--- src/hdl/iwp_pkg.sv ---
// shared constants for the serial wiper position target
package iwp_pkg;
   // ---------------------------------------------------------------
   // register map and reset values
   // ---------------------------------------------------------------
   localparam logic [7:0] REG_WIPER_POSITION = 8'h00;
   localparam logic [6:0] WIPER_RESET        = 7'h40;
   localparam int         WIPER_BITS         = 7;
   localparam int         TAP_COUNT          = 128;
   // arbitrary target address value, not tied to any real part
   localparam logic [6:0] TARGET_ADDR_DEF    = 7'h2A;
   localparam logic [3:0] BIT_COUNT_LAST     = 4'h7;
   localparam logic [1:0] SYNC_RESET         = 2'h3;
endpackage

--- src/hdl/iwp_sync.sv ---
// two flip-flop synchroniser with edge detection of the synchronised level
`timescale 1ns/1ps
module iwp_sync (
   input  wire logic core_clk_i,
   input  wire logic rst_n_i,
   input  wire logic async_i,
   output logic      level_o,
   output logic      rise_o,
   output logic      fall_o
);
   logic [1:0] sync_q;
   logic       last_q;

   // ---------------------------------------------------------------
   // sampling chain; stage 0 feeds only stage 1
   // ---------------------------------------------------------------
   always_ff @(posedge core_clk_i or negedge rst_n_i) begin
      if (!rst_n_i) begin
         sync_q <= iwp_pkg::SYNC_RESET;
         last_q <= 1'b1;
      end else begin
         sync_q <= {sync_q[0], async_i};
         last_q <= sync_q[1];
      end
   end

   // edge decode on the clean copy
   assign level_o = sync_q[1];
   assign rise_o  = sync_q[1] & ~last_q;
   assign fall_o  = ~sync_q[1] & last_q;
endmodule

--- src/hdl/iwp_target.sv ---
// serial bus target holding the volatile wiper position register
`timescale 1ns/1ps
module iwp_target #(
   parameter logic [6:0] TARGET_ADDR = iwp_pkg::TARGET_ADDR_DEF,
   parameter int         TAPS        = iwp_pkg::TAP_COUNT
) (
   input  wire logic            core_clk_i,
   input  wire logic            nrst_i,
   input  wire logic            scl_i,
   input  wire logic            sda_i,
   output logic                 sda_o,
   output logic                 sda_oe_o,
   output logic [6:0]           wiper_position_o,
   output logic [TAPS-1:0]      tap_select_o
);
   // ---------------------------------------------------------------
   // reset release and pin sampling
   // ---------------------------------------------------------------
   typedef enum logic [5:0] {
      ST_IDLE = 6'h01,
      ST_ADDR = 6'h02,
      ST_REG  = 6'h04,
      ST_DATA = 6'h08,
      ST_SEND = 6'h10,
      ST_WAIT = 6'h20
   } iwp_state_type;

   logic [1:0] rst_sync_q;
   logic       rst_n;
   logic       scl_lvl;
   logic       scl_rise;
   logic       scl_fall;
   logic       sda_lvl;
   logic       sda_rise;
   logic       sda_fall;

   // reset is asserted at once and released through two flops
   always_ff @(posedge core_clk_i or negedge nrst_i) begin
      if (!nrst_i) rst_sync_q <= 2'h0;
      else rst_sync_q <= {rst_sync_q[0], 1'b1};
   end
   assign rst_n = rst_sync_q[1];

   iwp_sync u_scl (
      .core_clk_i (core_clk_i),
      .rst_n_i    (rst_n),
      .async_i    (scl_i),
      .level_o    (scl_lvl),
      .rise_o     (scl_rise),
      .fall_o     (scl_fall)
   );
   iwp_sync u_sda (
      .core_clk_i (core_clk_i),
      .rst_n_i    (rst_n),
      .async_i    (sda_i),
      .level_o    (sda_lvl),
      .rise_o     (sda_rise),
      .fall_o     (sda_fall)
   );

   // ---------------------------------------------------------------
   // bus conditions and byte framing
   // ---------------------------------------------------------------
   iwp_state_type state_q;
   iwp_state_type state_d;
   logic [3:0]    bit_q;
   logic [7:0]    shift_q;
   logic          ack_phase_q;
   logic          ack_drive_q;
   logic          reg_ok_q;
   logic          read_q;
   logic [6:0]    wiper_position_register_q;
   logic          tx_bit_q;
   logic          tx_en_q;

   wire start_seen = sda_fall & scl_lvl;
   wire stop_seen  = sda_rise & scl_lvl;
   wire byte_done  = scl_rise & ~ack_phase_q & (bit_q == iwp_pkg::BIT_COUNT_LAST);
   wire [7:0] rx_byte   = {shift_q[6:0], sda_lvl};
   wire addr_match = (rx_byte[7:1] == TARGET_ADDR);
   wire reg_match  = (rx_byte == iwp_pkg::REG_WIPER_POSITION);
   // acknowledge decision for the byte just finished
   wire ack_addr   = addr_match & (~rx_byte[0] | reg_ok_q);
   wire ack_now    = (state_q == ST_ADDR) ? ack_addr :
                     (state_q == ST_REG)  ? reg_match :
                     (state_q == ST_DATA);
   // read byte: zero MSB, then stored bits
   wire [7:0] read_byte = {1'b0, wiper_position_register_q};
   // the ack slot opens on the eighth falling edge and closes on the ninth,
   // so the line is only ever pulled or let go while the bus clock is low
   wire ack_open   = scl_fall & ack_phase_q & (bit_q == 4'h8);
   wire ack_slot   = ack_phase_q & (bit_q == 4'h9);
   wire ack_end    = scl_fall & ack_slot;
   // index of the next read bit once bit_q bits have been clocked out
   wire [2:0] tx_idx = 3'(4'h7 - bit_q);

   // next state from the byte and acknowledge phases
   always_comb begin
      state_d = state_q;
      if (start_seen) state_d = ST_ADDR;
      else if (stop_seen) state_d = ST_IDLE;
      else if (byte_done & (state_q != ST_SEND) & ~ack_now) state_d = ST_WAIT;
      else if (ack_end) begin
         unique case (state_q)
            ST_ADDR: state_d = read_q ? ST_SEND : ST_REG;
            ST_REG:  state_d = ST_DATA;
            ST_DATA: state_d = ST_WAIT; // one data byte per write
            ST_SEND: state_d = sda_lvl ? ST_WAIT : ST_SEND;
            default: state_d = state_q;
         endcase
      end
   end

   // bit counter, shift register and acknowledge phase
   always_ff @(posedge core_clk_i or negedge rst_n) begin
      if (!rst_n) begin
         state_q     <= ST_IDLE;
         bit_q       <= 4'h0;
         shift_q     <= 8'h00;
         ack_phase_q <= 1'b0;
         ack_drive_q <= 1'b0;
         read_q      <= 1'b0;
      end else begin
         state_q <= state_d;
         if (start_seen | stop_seen) begin
            bit_q       <= 4'h0;
            ack_phase_q <= 1'b0;
            ack_drive_q <= 1'b0;
         end else if (byte_done) begin
            shift_q     <= rx_byte;
            ack_phase_q <= 1'b1;
            bit_q       <= 4'h8;
            if (state_q == ST_ADDR) read_q <= rx_byte[0];
            ack_drive_q <= (state_q != ST_SEND) & ack_now;
         end else if (scl_rise & ~ack_phase_q) begin
            shift_q <= rx_byte;
            bit_q   <= bit_q + 4'h1;
         end else if (ack_open) begin
            bit_q <= 4'h9; // ninth clock: acknowledge bit on the line
         end else if (ack_end) begin
            ack_phase_q <= 1'b0;
            ack_drive_q <= 1'b0;
            bit_q       <= 4'h0;
         end
      end
   end

   // register address validity, kept across a repeated start
   always_ff @(posedge core_clk_i or negedge rst_n) begin
      if (!rst_n) reg_ok_q <= 1'b0;
      else if (stop_seen) reg_ok_q <= 1'b0;
      else if (byte_done & (state_q == ST_REG)) reg_ok_q <= reg_match;
   end

   // ---------------------------------------------------------------
   // wiper position register
   // ---------------------------------------------------------------
   // loads only when the data byte's acknowledge clock completes
   always_ff @(posedge core_clk_i or negedge rst_n) begin
      if (!rst_n) wiper_position_register_q <= iwp_pkg::WIPER_RESET;
      else if (ack_end & (state_q == ST_DATA) & ack_drive_q)
         wiper_position_register_q <= shift_q[6:0];
   end

   // ---------------------------------------------------------------
   // transmit path for the read byte
   // ---------------------------------------------------------------
   // data changes only while the clock is low
   always_ff @(posedge core_clk_i or negedge rst_n) begin
      if (!rst_n) begin
         tx_bit_q <= 1'b1;
         tx_en_q  <= 1'b0;
      end else if (start_seen | stop_seen) begin
         tx_en_q <= 1'b0;
      end else if (ack_end & (state_d == ST_SEND)) begin
         tx_bit_q <= read_byte[7];
         tx_en_q  <= 1'b1;
      end else if (scl_fall & (state_q == ST_SEND) & ~ack_phase_q) begin
         tx_bit_q <= read_byte[tx_idx];
         tx_en_q  <= 1'b1;
      end else if (scl_fall | (state_q != ST_SEND)) begin
         tx_en_q <= 1'b0; // release for the master's acknowledge bit
      end
   end

   // open-drain: drive only lows
   assign sda_oe_o = (ack_drive_q & ack_slot) | (tx_en_q & ~tx_bit_q);
   assign sda_o    = 1'b0;

   // ---------------------------------------------------------------
   // tap decode, code 0 at the low terminal
   // ---------------------------------------------------------------
   assign wiper_position_o = wiper_position_register_q;
   genvar t;
   generate
      for (t = 0; t < TAPS; t++) begin : g_tap
         assign tap_select_o[t] = (wiper_position_register_q == 7'(t));
      end
   endgenerate
endmodule
--- config.mk ---
export PLATFORM = sky130hd
export DESIGN_NAME = iwp_target
export DESIGN_NICKNAME = d
export VERILOG_FILES = /design/src/hdl/iwp_pkg.sv /design/src/hdl/iwp_sync.sv /design/src/hdl/iwp_target.sv
export SDC_FILE = /design/constraint.sdc
export NUM_CORES = 1
export LEC_CHECK = 0
export BUFFER_PORTS_ARGS = -buffer_cell sky130_fd_sc_hd__buf_2
export CAP_MARGIN = 20
export CELL_PAD_IN_SITES_DETAIL_PLACEMENT = 2
export CELL_PAD_IN_SITES_GLOBAL_PLACEMENT = 2
export CORE_UTILIZATION = 21
export DETAILED_ROUTE_END_ITERATION = 10
export PLACE_DENSITY_LB_ADDON = 0.25
export SLEW_MARGIN = 5
export SYNTH_ARGS = -nofsm -noshare
export SYNTH_HDL_FRONTEND = slang
export SYNTH_SLANG_ARGS = --single-unit
--- constraint.sdc ---
create_clock -name core_clk_i -period 1.6 [get_ports core_clk_i]
set_clock_uncertainty 0.05 [all_clocks]
set_input_delay 0 -clock core_clk_i [delete_from_list [all_inputs] [get_ports core_clk_i]]
set_output_delay 0 -clock core_clk_i [all_outputs]
set_load 0.02 [all_outputs]
==> run_results.csv, run 1 <==
group,metric,value,unit
status,status,"aborted with a tool error",
status,stop_stage,"global routing",
status,error_message,"[ERROR DPL-0033] detailed placement checks failed during check placement.",
yosys,synth_edf_count,0,
cts,clock_tree.buffer_depth,2,
die,chipWidth,113,µm
die,io_pins,141,
yosys,postSynthNetCount,357,
yosys,mappedNetlistArea,0.00257,mm²
yosys,synthesis.yosys.warnings,0,
die,die_h,113,µm
yosys,synth_seq_area_share,37.4,%
cts,cts-htree-levels,2,
yosys,synth_largest_type_area_fraction,28.2,%
global_routing,antenna_found_initial,0,
die,initial_core_util,21.5,%
yosys,fraction_of_synthesis_flops_using_an_asynchronous_set_or_reset_pin,100,%
yosys,syn_inst,350,
sta,grt_repair_worst_endpoint,"wiper_position_o[5]$_DFFE_PN0P_/D",
place,port-buffer-count,139,
yosys,synth_top_cell_by_area,"dfrtp_1",
yosys,synth-main-ff-cell,"dfrtp_1",
cts,cts.sink_count,38,
yosys,ys_ff_latch,38,
cts,cts_buffers,5,
global_routing,grt_max_degree,37,
place,gpl_congestion,0.842,
yosys,synth_area_per_cell,7.35,µm²
place,place_hpwl,10000,µm
die,floorplan.rows,40,
cts,cts_root_buf,"clkbuf_16",
yosys,synth.distinct_cells,52,
yosys,synthTopCellsByArea,"dfrtp_1 28%, nor2_1 20%, dfstp_2 9.2%",
sta,wep_type,"sequential cell input",
place,dpl_cell_area,0.00439,mm²
==> stage by stage <==
stage	utilization, %	TNS [ns]	std cells	worst slack (ns)	hold WS (ns)
after floorplan	-	-12.88	350	-0.530	-0.346
after global placement	36.7	-8.19	691	-0.498	-0.265
after detailed placement	36.7	-9.28	691	-0.574	-0.263
after CTS	56.0	-18.75	748	-0.540	0.276
==> cells by family after synthesis <==
group / after synthesis / share of synthesized area, %
buffers and inverters: 30 / 4.53
adders and majority gates: 3 / 1.46
AOI/OAI and AO/OA: 34 / 8.52
and+or+nand+nor: 225 / 39.8
muxes: 15 / 6.96
DFF: 38 / 37.4
other: 2 / 0.292
xor gates and xnor gates: 3 / 1.02
==> synth_stat cells, drive strengths merged (3+ instances only) <==
cell / instances
and3: 3
nand3: 11
a21oi: 9
nor2: 137
nor3b: 3
nand3b: 3
ha: 3
mux2: 13
nor2b: 7
o21ai: 8
clkbuf: 23
inv: 6
o31ai: 3
dfstp: 9
nor4: 3
nand2b: 3
or3b: 4
dfrtp: 29
nor3: 7
or2: 3
nand2: 30
==> timing repair <==
| item | in CTS |
|---|---|
| setup buffers | 40 |
| setup endpoints to repair | 157 |
| hold endpoints to repair | 4 |
| hold buffers | 4 |
| gates cloned | 7 |
| pin swaps | 52 |
| gates resized for setup | 468 |
==> run 2, diff against run 1 <==
--- a/config.mk
+++ b/config.mk
@@ -7,11 +7,9 @@
 export LEC_CHECK = 0
 export BUFFER_PORTS_ARGS = -buffer_cell sky130_fd_sc_hd__buf_2
 export CAP_MARGIN = 20
-export CELL_PAD_IN_SITES_DETAIL_PLACEMENT = 2
-export CELL_PAD_IN_SITES_GLOBAL_PLACEMENT = 2
-export CORE_UTILIZATION = 21
+export CORE_UTILIZATION = 35
 export DETAILED_ROUTE_END_ITERATION = 10
-export PLACE_DENSITY_LB_ADDON = 0.25
+export PLACE_DENSITY_LB_ADDON = 0.15
 export SLEW_MARGIN = 5
 export SYNTH_ARGS = -nofsm -noshare
 export SYNTH_HDL_FRONTEND = slang
==> constraint.sdc (replaced) <==
create_clock -name core_clk_i -period 2.1 [get_ports core_clk_i]
set_clock_uncertainty 0.05 [all_clocks]
set_input_delay 0 -clock core_clk_i [delete_from_list [all_inputs] [get_ports core_clk_i]]
set_output_delay 0 -clock core_clk_i [all_outputs]
set_load 0.02 [all_outputs]
==> run 2 against run 1 <==
The flow now finishes, with violations (negative setup slack). Area after synthesis stayed put. Synthesized cell count unchanged.
==> run_results.csv, run 2 <==
group,metric,value,unit
route,remaining_drc_errors,0,
power_and_ir_drop,power.density,507,mW/mm²
setup_path,timing.critical_path.max_delay_family,"simple AND/OR/NAND/NOR gates",
sta,setup_ws,-0.0428,ns
status,status,"complete, but fails checks",
setup_path,worst-r2r-setup-slack,-0.04,ns
setup_path,worst-r2r-cell-count,5,
global_routing,antenna_found_initial,0,
global_routing,grt_max_degree,20,
die,floorplan.core_area,0.00694,mm²
route,vias_per_cell,5.00,
setup_path,delay_of_the_slowest_cell_on_the_worst_path,0.50,ns
cts,cts_buffers,5,
sta,maxSlewViolCount,0,
cts,cts-htree-levels,2,
sta,finalHoldViolCount,0,
final_layout,layout.cells.most_common,"buf_2",
yosys,synth-main-ff-cell,"dfrtp_1",
setup_path,critical_path.startpoint_type,"register",
global_routing,grt_first_pass_wirelength,12900,µm
yosys,postSynthNetCount,357,
final_layout,layout.cells.most_common_list,"139 x buf_2, 136 x nor2_1, 29 x nand2_1, 28 x dfrtp_1, 27 x buf_4",
place,gpl_congestion,0.925,
route,route.antenna.remaining_nets,0,
yosys,synthesis.yosys.warnings,0,
route,wl_met2,4210,µm
yosys,synth.distinct_cells,52,
sta,count_of_final_setup_violators,7,
setup_path,worstPathCellList,"or4_4 > or3b_4 > nor3_4 > buf_12 > mux2_4",
setup_path,critical_path.max_fanout,7,
yosys,mappedNetlistArea,0.00257,mm²
sta,max_clock_freq,0.467,GHz
yosys,synthTopCellsByArea,"dfrtp_1 28%, nor2_1 20%, dfstp_2 9.2%",
final_layout,syn_to_final_growth,47.6,%
final_layout,diode_insertion_count_for_antenna_repair,0,
status,violations,"negative setup slack",
yosys,synth_largest_type_area_fraction,28.2,%
die,floorplan.rows,30,
setup_path,timing.critical_path.buf_inv,1,
setup_path,timing.rr.start,"state_q[5]",
cts,clock_latency_reported_for_the_late_side_of_the_worst_skew_pair,0.29,ns
cts,cts.sink_count,38,
cts,clock_tree_from_tritoncts,"done",
final_layout,fin_cells,603,
yosys,ys_ff_latch,38,
yosys,fraction_of_synthesis_flops_using_an_asynchronous_set_or_reset_pin,100,%
route,wirelength_met1,3810,µm
yosys,dominant_cell_by_count_in_the_synthesized_netlist,"nor2_1",
setup_path,critical_path_class,"register to register",
flow_run,drv_cap,0,
cts,clkSlewWorstSetupHoldPaths,0.08,ns
sta,fin_crit,2.14,ns
route,detailedRoute.firstIterationViolations,132,
route,wire_length_per_cell_after_detailed_routing,14.2,µm
sta,timing.slew.headroom,58.3,%
yosys,syn_inst,350,
setup_path,required_time_reported_for_the_critical_path_endpoint,2.22,ns
route,drt_pre_antenna_iters,4,
cts,cts_root_buf,"clkbuf_8",
die,fp.dieArea,0.00769,mm²
global_routing,globalRoute.totalOverflow,0,
yosys,synth_area_per_cell,7.35,µm²
route,top_layer_used,"met4",
sta,worst_tran_pin_value,0.626,ns
yosys,synth_top_cell_by_area,"dfrtp_1",
die,initial_core_util,37.0,%
cts,clock_tree.buffer_depth,2,
yosys,synth_seq_area_share,37.4,%
yosys,synth_edf_count,0,
final_layout,num-nets-final,513,
route,route.met3.wl,447,µm
setup_path,timing.critical_path.to_type,"register",
final_layout,nFillCells,673,
place,dpl_cell_area,0.00352,mm²
place,port-buffer-count,139,
global_routing,grt_pass1_vias,2507,
final_layout,post_route_cells_drive_above_1_share,43.4,%
min_path,timing.hold.worst.class,"register to async pin",
final_layout,layout.cell_area.non_filler,0.00379,mm²
final_layout,final_core_utilization,54.6,%
die,io_pins,141,
die,die_h,87.7,µm
place,post-place-ws,-0.0338,ns
global_routing,grt_resource_usage_total,21.6,%
die,chipWidth,87.7,µm
power_and_ir_drop,leakagePower,1.99,nW
yosys,synth_top_cells_by_count,"137 x nor2_1, 30 x nand2_1, 29 x dfrtp_1",
sta,rsz0062_at_grt,"yes",
route,detailroute.via_count,3015,
power_and_ir_drop,vdd_drop_max,396,µV
route,wl,8550,µm
place,place_inst,589,
sta,post-route-period-util,102,%
setup_path,crit-reg2reg-capture,"wiper_position_o[5]",
place,place_hpwl,6600,µm
power_and_ir_drop,report.power.total,1.92,mW
setup_path,critical_path_arrival,2.26,ns
setup_path,critPathSlowestCell,"or4_4",
-- run 2: cell counts after synthesis --
No cell type changed its count.
-- run 2: per-stage QoR --
step / hold slack (ns) / setup TNS [ns]
4_1_cts: 0.179 / -0.363
2_1_floorplan: -0.346 / -0.181
6_report: 0.168 / -0.244
3_3_place_gp: -0.265 / -0.0965
5_1_grt: 0.215 / -1.11
3_5_place_dp: -0.263 / -0.206
-- run 2: how the worst max path moves through the flow --
stage / start / to / slack, ns / cells after the start
after global placement: state_q[0] / state_q[1] / -0.04 / 7
after CTS: state_q[5] / wiper_position_o[3] / -0.06 / 5
after detailed placement: state_q[5] / wiper_position_o[4] / -0.03 / 5
after global routing: state_q[5] / state_q[1] / -0.12 / 7
after floorplan: state_q[1] / wiper_position_o[0] / -0.03 / 4
final: state_q[5] / wiper_position_o[5] / -0.04 / 5
-- run 2: power by group --
group | internal (mW) | switching [mW] | total [mW]
sequential | 0.818 | 0.0873 | 0.905
combinational | 0.145 | 0.131 | 0.276
clock | 0.476 | 0.268 | 0.743
total | 1.44 | 0.485 | 1.92
-- run 2: cell type report --
cell class | instances | area [µm²] | share of cell area (%)
clock buffers | 5 | 68.8 | 1.81
clock inverters | 3 | 68.8 | 1.81
inverters | 6 | 22.5 | 0.593
multi-input cells | 282 | 1570 | 41.4
flip-flops and latches | 38 | 963 | 25.4
well taps | 96 | 120 | 3.17
repair buffers | 173 | 981 | 25.8
-- run 2: kinds of logic after synthesis --
group,after synthesis,share of synthesized area (%)
xor+xnor,3,1.02
other cells,2,0.292
compound gates,34,8.52
flops,38,37.4
buf+inv,30,4.53
fa+ha+maj,3,1.46
mux,15,6.96
simple gates,225,39.8
-- run 2: what timing repair did --
item | 4_1_cts | 5_1_grt
buffers inserted | 0 | 2
gates resized for setup | 4 | 18
hold buffers | 4 | 0
pin swaps | 2 | 5
hold endpoints to repair | 4 | 0
endpoints found under the setup margin | 9 | 18
-- run 2: layer usage --
metal	track usage, %	up-vias
met2	35.4	115
met3	2.73	10
li1	-	1464
met4	4.62	0
met1	30.5	1426
met5	0	-
Note: power is estimated with default switching activity, not from simulation.
==> run 3, diff against run 2 <==
--- a/config.mk
+++ b/config.mk
@@ -7,10 +7,12 @@
 export LEC_CHECK = 0
 export BUFFER_PORTS_ARGS = -buffer_cell sky130_fd_sc_hd__buf_2
 export CAP_MARGIN = 20
+export CORE_MARGIN = 8
 export CORE_UTILIZATION = 35
 export DETAILED_ROUTE_END_ITERATION = 10
 export PLACE_DENSITY_LB_ADDON = 0.15
 export SLEW_MARGIN = 5
 export SYNTH_ARGS = -nofsm -noshare
 export SYNTH_HDL_FRONTEND = slang
+export SYNTH_HIERARCHICAL = 1
 export SYNTH_SLANG_ARGS = --single-unit
==> constraint.sdc (replaced) <==
create_clock -name core_clk_i -period 2.35 [get_ports core_clk_i]
set_clock_uncertainty 0.05 [all_clocks]
set_input_delay 0 -clock core_clk_i [delete_from_list [all_inputs] [get_ports core_clk_i]]
set_output_delay 0 -clock core_clk_i [all_outputs]
set_load 0.02 [all_outputs]
==> run 3 against run 2 <==
The flow now finishes without violations. Sequential share of layout area rose by 1.3 points. Maximum frequency fell by 5.0%. Hold slack improved by 0.062 ns. Critical path type unchanged. Sequential power fell by 8.8%. Final cell count fell by 0.83%. Clock power fell by 26%. Largest cell class unchanged. Global-route usage fell by 4.5 points. Flip-flop and latch count did not move. Non-clock buffer count fell by 24. Worst setup slack improved by 0.14 ns. Utilization fell by 7.1 points. Synthesized cell count rose by 3.7%.
==> run_results.csv, run 3 <==
group,metric,value,unit
flow_run,drv_cap,0,
die,die_h,104,µm
cts,clock_tree.buffer_depth,2,
global_routing,grt_max_degree,37,
yosys,fraction_of_synthesis_flops_using_an_asynchronous_set_or_reset_pin,100,%
die,io_pins,141,
final_layout,diode_insertion_count_for_antenna_repair,0,
route,remaining_drc_errors,0,
sta,timing.slew.headroom,52.2,%
power_and_ir_drop,p_sw_share,26.9,%
yosys,synth_largest_type_area_fraction,26.7,%
final_layout,num-nets-final,502,
yosys,synth_top_cell_by_area,"dfrtp_1",
power_and_ir_drop,cellInternalPower,1.16,mW
global_routing,grt_first_pass_wirelength,15600,µm
sta,count_of_final_setup_violators,0,
final_layout,syn_to_final_growth,33.1,%
yosys,ys_ff_latch,38,
yosys,postSynthNetCount,370,
min_path,timing.hold.worst.class,"register to async pin",
yosys,synthesis.yosys.warnings,6,
yosys,synthTopCellsByArea,"dfrtp_1 27%, nor2_1 21%, dfstp_2 8.7%",
route,detailroute.via_count,3010,
yosys,syn_inst,363,
power_and_ir_drop,power.density,437,mW/mm²
sta,tns,0,ns
sta,setup_ws,0.0945,ns
setup_path,critical_path_arrival,2.43,ns
place,dpl_cell_area,0.00345,mm²
cts,clock_tree_from_tritoncts,"done",
final_layout,layout.cells.most_common_list,"150 x nor2_1, 139 x buf_2, 27 x dfrtp_1, 25 x nand2_1, 17 x nand3_1",
yosys,dominant_cell_by_count_in_the_synthesized_netlist,"nor2_1",
route,route.antenna.remaining_nets,0,
place,place_hpwl,7620,µm
setup_path,critical_path.max_fanout,8,
setup_path,timing.critical_path.to_type,"register",
global_routing,antenna_found_initial,0,
final_layout,layout.cell_area.non_filler,0.00362,mm²
route,wire_length_per_cell_after_detailed_routing,16.1,µm
final_layout,multi_input_area,0.00161,mm²
die,floorplan.core_area,0.00761,mm²
route,vias_per_cell,5.03,
final_layout,area.sequential,965,µm²
yosys,synth_top_cells_by_count,"151 x nor2_1, 29 x dfrtp_1, 25 x nand2_1",
power_and_ir_drop,part_of_the_power_in_combinational_logic,13.2,%
die,initial_core_util,35.7,%
die,chipWidth,104,µm
setup_path,critical_path.startpoint_type,"register",
cts,clock_latency_reported_for_the_late_side_of_the_worst_skew_pair,0.29,ns
global_routing,grt_pass1_vias,2827,
place,place_inst,586,
die,fp.dieArea,0.0108,mm²
yosys,mappedNetlistArea,0.00272,mm²
sta,max_clock_freq,0.443,GHz
route,drt_pre_antenna_iters,4,
final_layout,final_core_utilization,47.6,%
power_and_ir_drop,power.net_switching,427,µW
place,post-place-ws,0.0717,ns
route,detailedRoute.firstIterationViolations,137,
setup_path,required_time_reported_for_the_critical_path_endpoint,2.53,ns
final_layout,layout.cells.most_common,"nor2_1",
power_and_ir_drop,seq_power_share,52.1,%
final_layout,post_route_cells_drive_above_1_share,39.9,%
global_routing,globalRoute.totalOverflow,0,
cts,cts-htree-levels,2,
yosys,synth_area_per_cell,7.49,µm²
cts,cts_post_setup_buffers_inserted,0,
yosys,synth-main-ff-cell,"dfrtp_1",
sta,post-route-period-util,96.0,%
final_layout,fin_cells,598,
status,status,"completed",
setup_path,worst-r2r-setup-slack,0.09,ns
place,gpl_congestion,0.835,
route,wl,9660,µm
cts,cts.sink_count,38,
sta,worst_tran_pin_value,0.715,ns
cts,cts_buffers,5,
final_layout,nFillCells,783,
place,port-buffer-count,139,
power_and_ir_drop,p_clk_share,34.8,%
power_and_ir_drop,leakagePower,1.86,nW
sta,finalHoldViolCount,0,
power_and_ir_drop,vdd_drop_max,565,µV
yosys,synth_edf_count,0,
sta,fin_crit,2.26,ns
cts,clkSlewWorstSetupHoldPaths,0.08,ns
setup_path,critical_path_class,"register to register",
sta,maxSlewViolCount,0,
yosys,synth_seq_area_share,35.4,%
cts,cts_root_buf,"clkbuf_8",
yosys,synth.distinct_cells,56,
global_routing,grt_resource_usage_total,17.1,%
die,floorplan.rows,32,
run 3: worst max-delay path, stage by stage (launching register included):
cell,delay [ns]
dfstp_2,0.59
nor2b_1,0.19
nand2b_1,0.14
nor2_2,0.22
nand2_1,0.12
a211o_1,0.33
a21boi_2,0.19
o211ai_2,0.13
a31o_1,0.24
run 3: final timing paths:
| path | cells after the start | from | to |
|---|---|---|---|
| worst max register to register | 8 | u_scl/sync_q[1] | tx_bit_q |
| max in group asynchronous | 3 | nrst_i | rst_sync_q[1] |
| min in group core_clk_i | 2 | scl_i | u_scl/sync_q[0] |
| worst min register to register | 1 | rst_sync_q[1] | shift_q[4] |
| worst min-delay path | 1 | rst_sync_q[1] | shift_q[4] |
| worst max-delay path | 8 | u_scl/sync_q[1] | tx_bit_q |
run 3: cell type report:
cell class	count	area share, %
Multi-Input combinational cell	296	44.6
Sequential cell	38	26.7
Timing Repair Buffer	149	21.6
Tap cell	102	3.53
Clock buffer	5	1.90
Clock inverter	3	1.24
Inverter	5	0.518
run 3: logic make-up after synthesis:
| family | Yosys count | synth area share, % |
|---|---|---|
| AOI/OAI and AO/OA | 40 | 10.8 |
| buffers and inverters | 29 | 5.57 |
| and+or+nand+nor | 230 | 37.8 |
| muxes | 19 | 8.15 |
| other | 2 | 0.276 |
| DFF | 38 | 35.4 |
| adders and majority gates | 3 | 1.38 |
| xor gates and xnor gates | 2 | 0.644 |
run 3: power by group through the flow:
stage	sequential (mW)	combinational [mW]	clock [mW]
floorplan	0.809	0.161	0
global placement	0.833	0.195	0
detailed placement	0.836	0.203	0
CTS	0.823	0.209	0.570
global route	0.837	0.229	0.593
finish	0.825	0.208	0.550
run 3: repair_timing:
item,CTS,global route
gates resized for setup,0,5
hold buffers,4,0
endpoints found under the setup margin,0,2
endpoints found under the hold margin,4,0
run 3: per-stage QoR:
step	power [mW]	hold slack, ns
floorplan	0.969	-0.346
global placement	1.03	-0.265
detailed placement	1.04	-0.263
CTS	1.60	0.249
global route	1.66	0.285
finish	1.58	0.231
run 3: routing by layer:
layer | up-vias | part of all wire, % | GRT usage (%) | routed length [µm]
li1 | 1463 | - | - | -
met1 | 1403 | 40 | 18.4 | 3820
met2 | 124 | 50 | 30.9 | 4820
met3 | 20 | 7.9 | 5.02 | 759
met4 | 0 | 2.6 | 6.51 | 255
met5 | - | 0 | 0 | 0
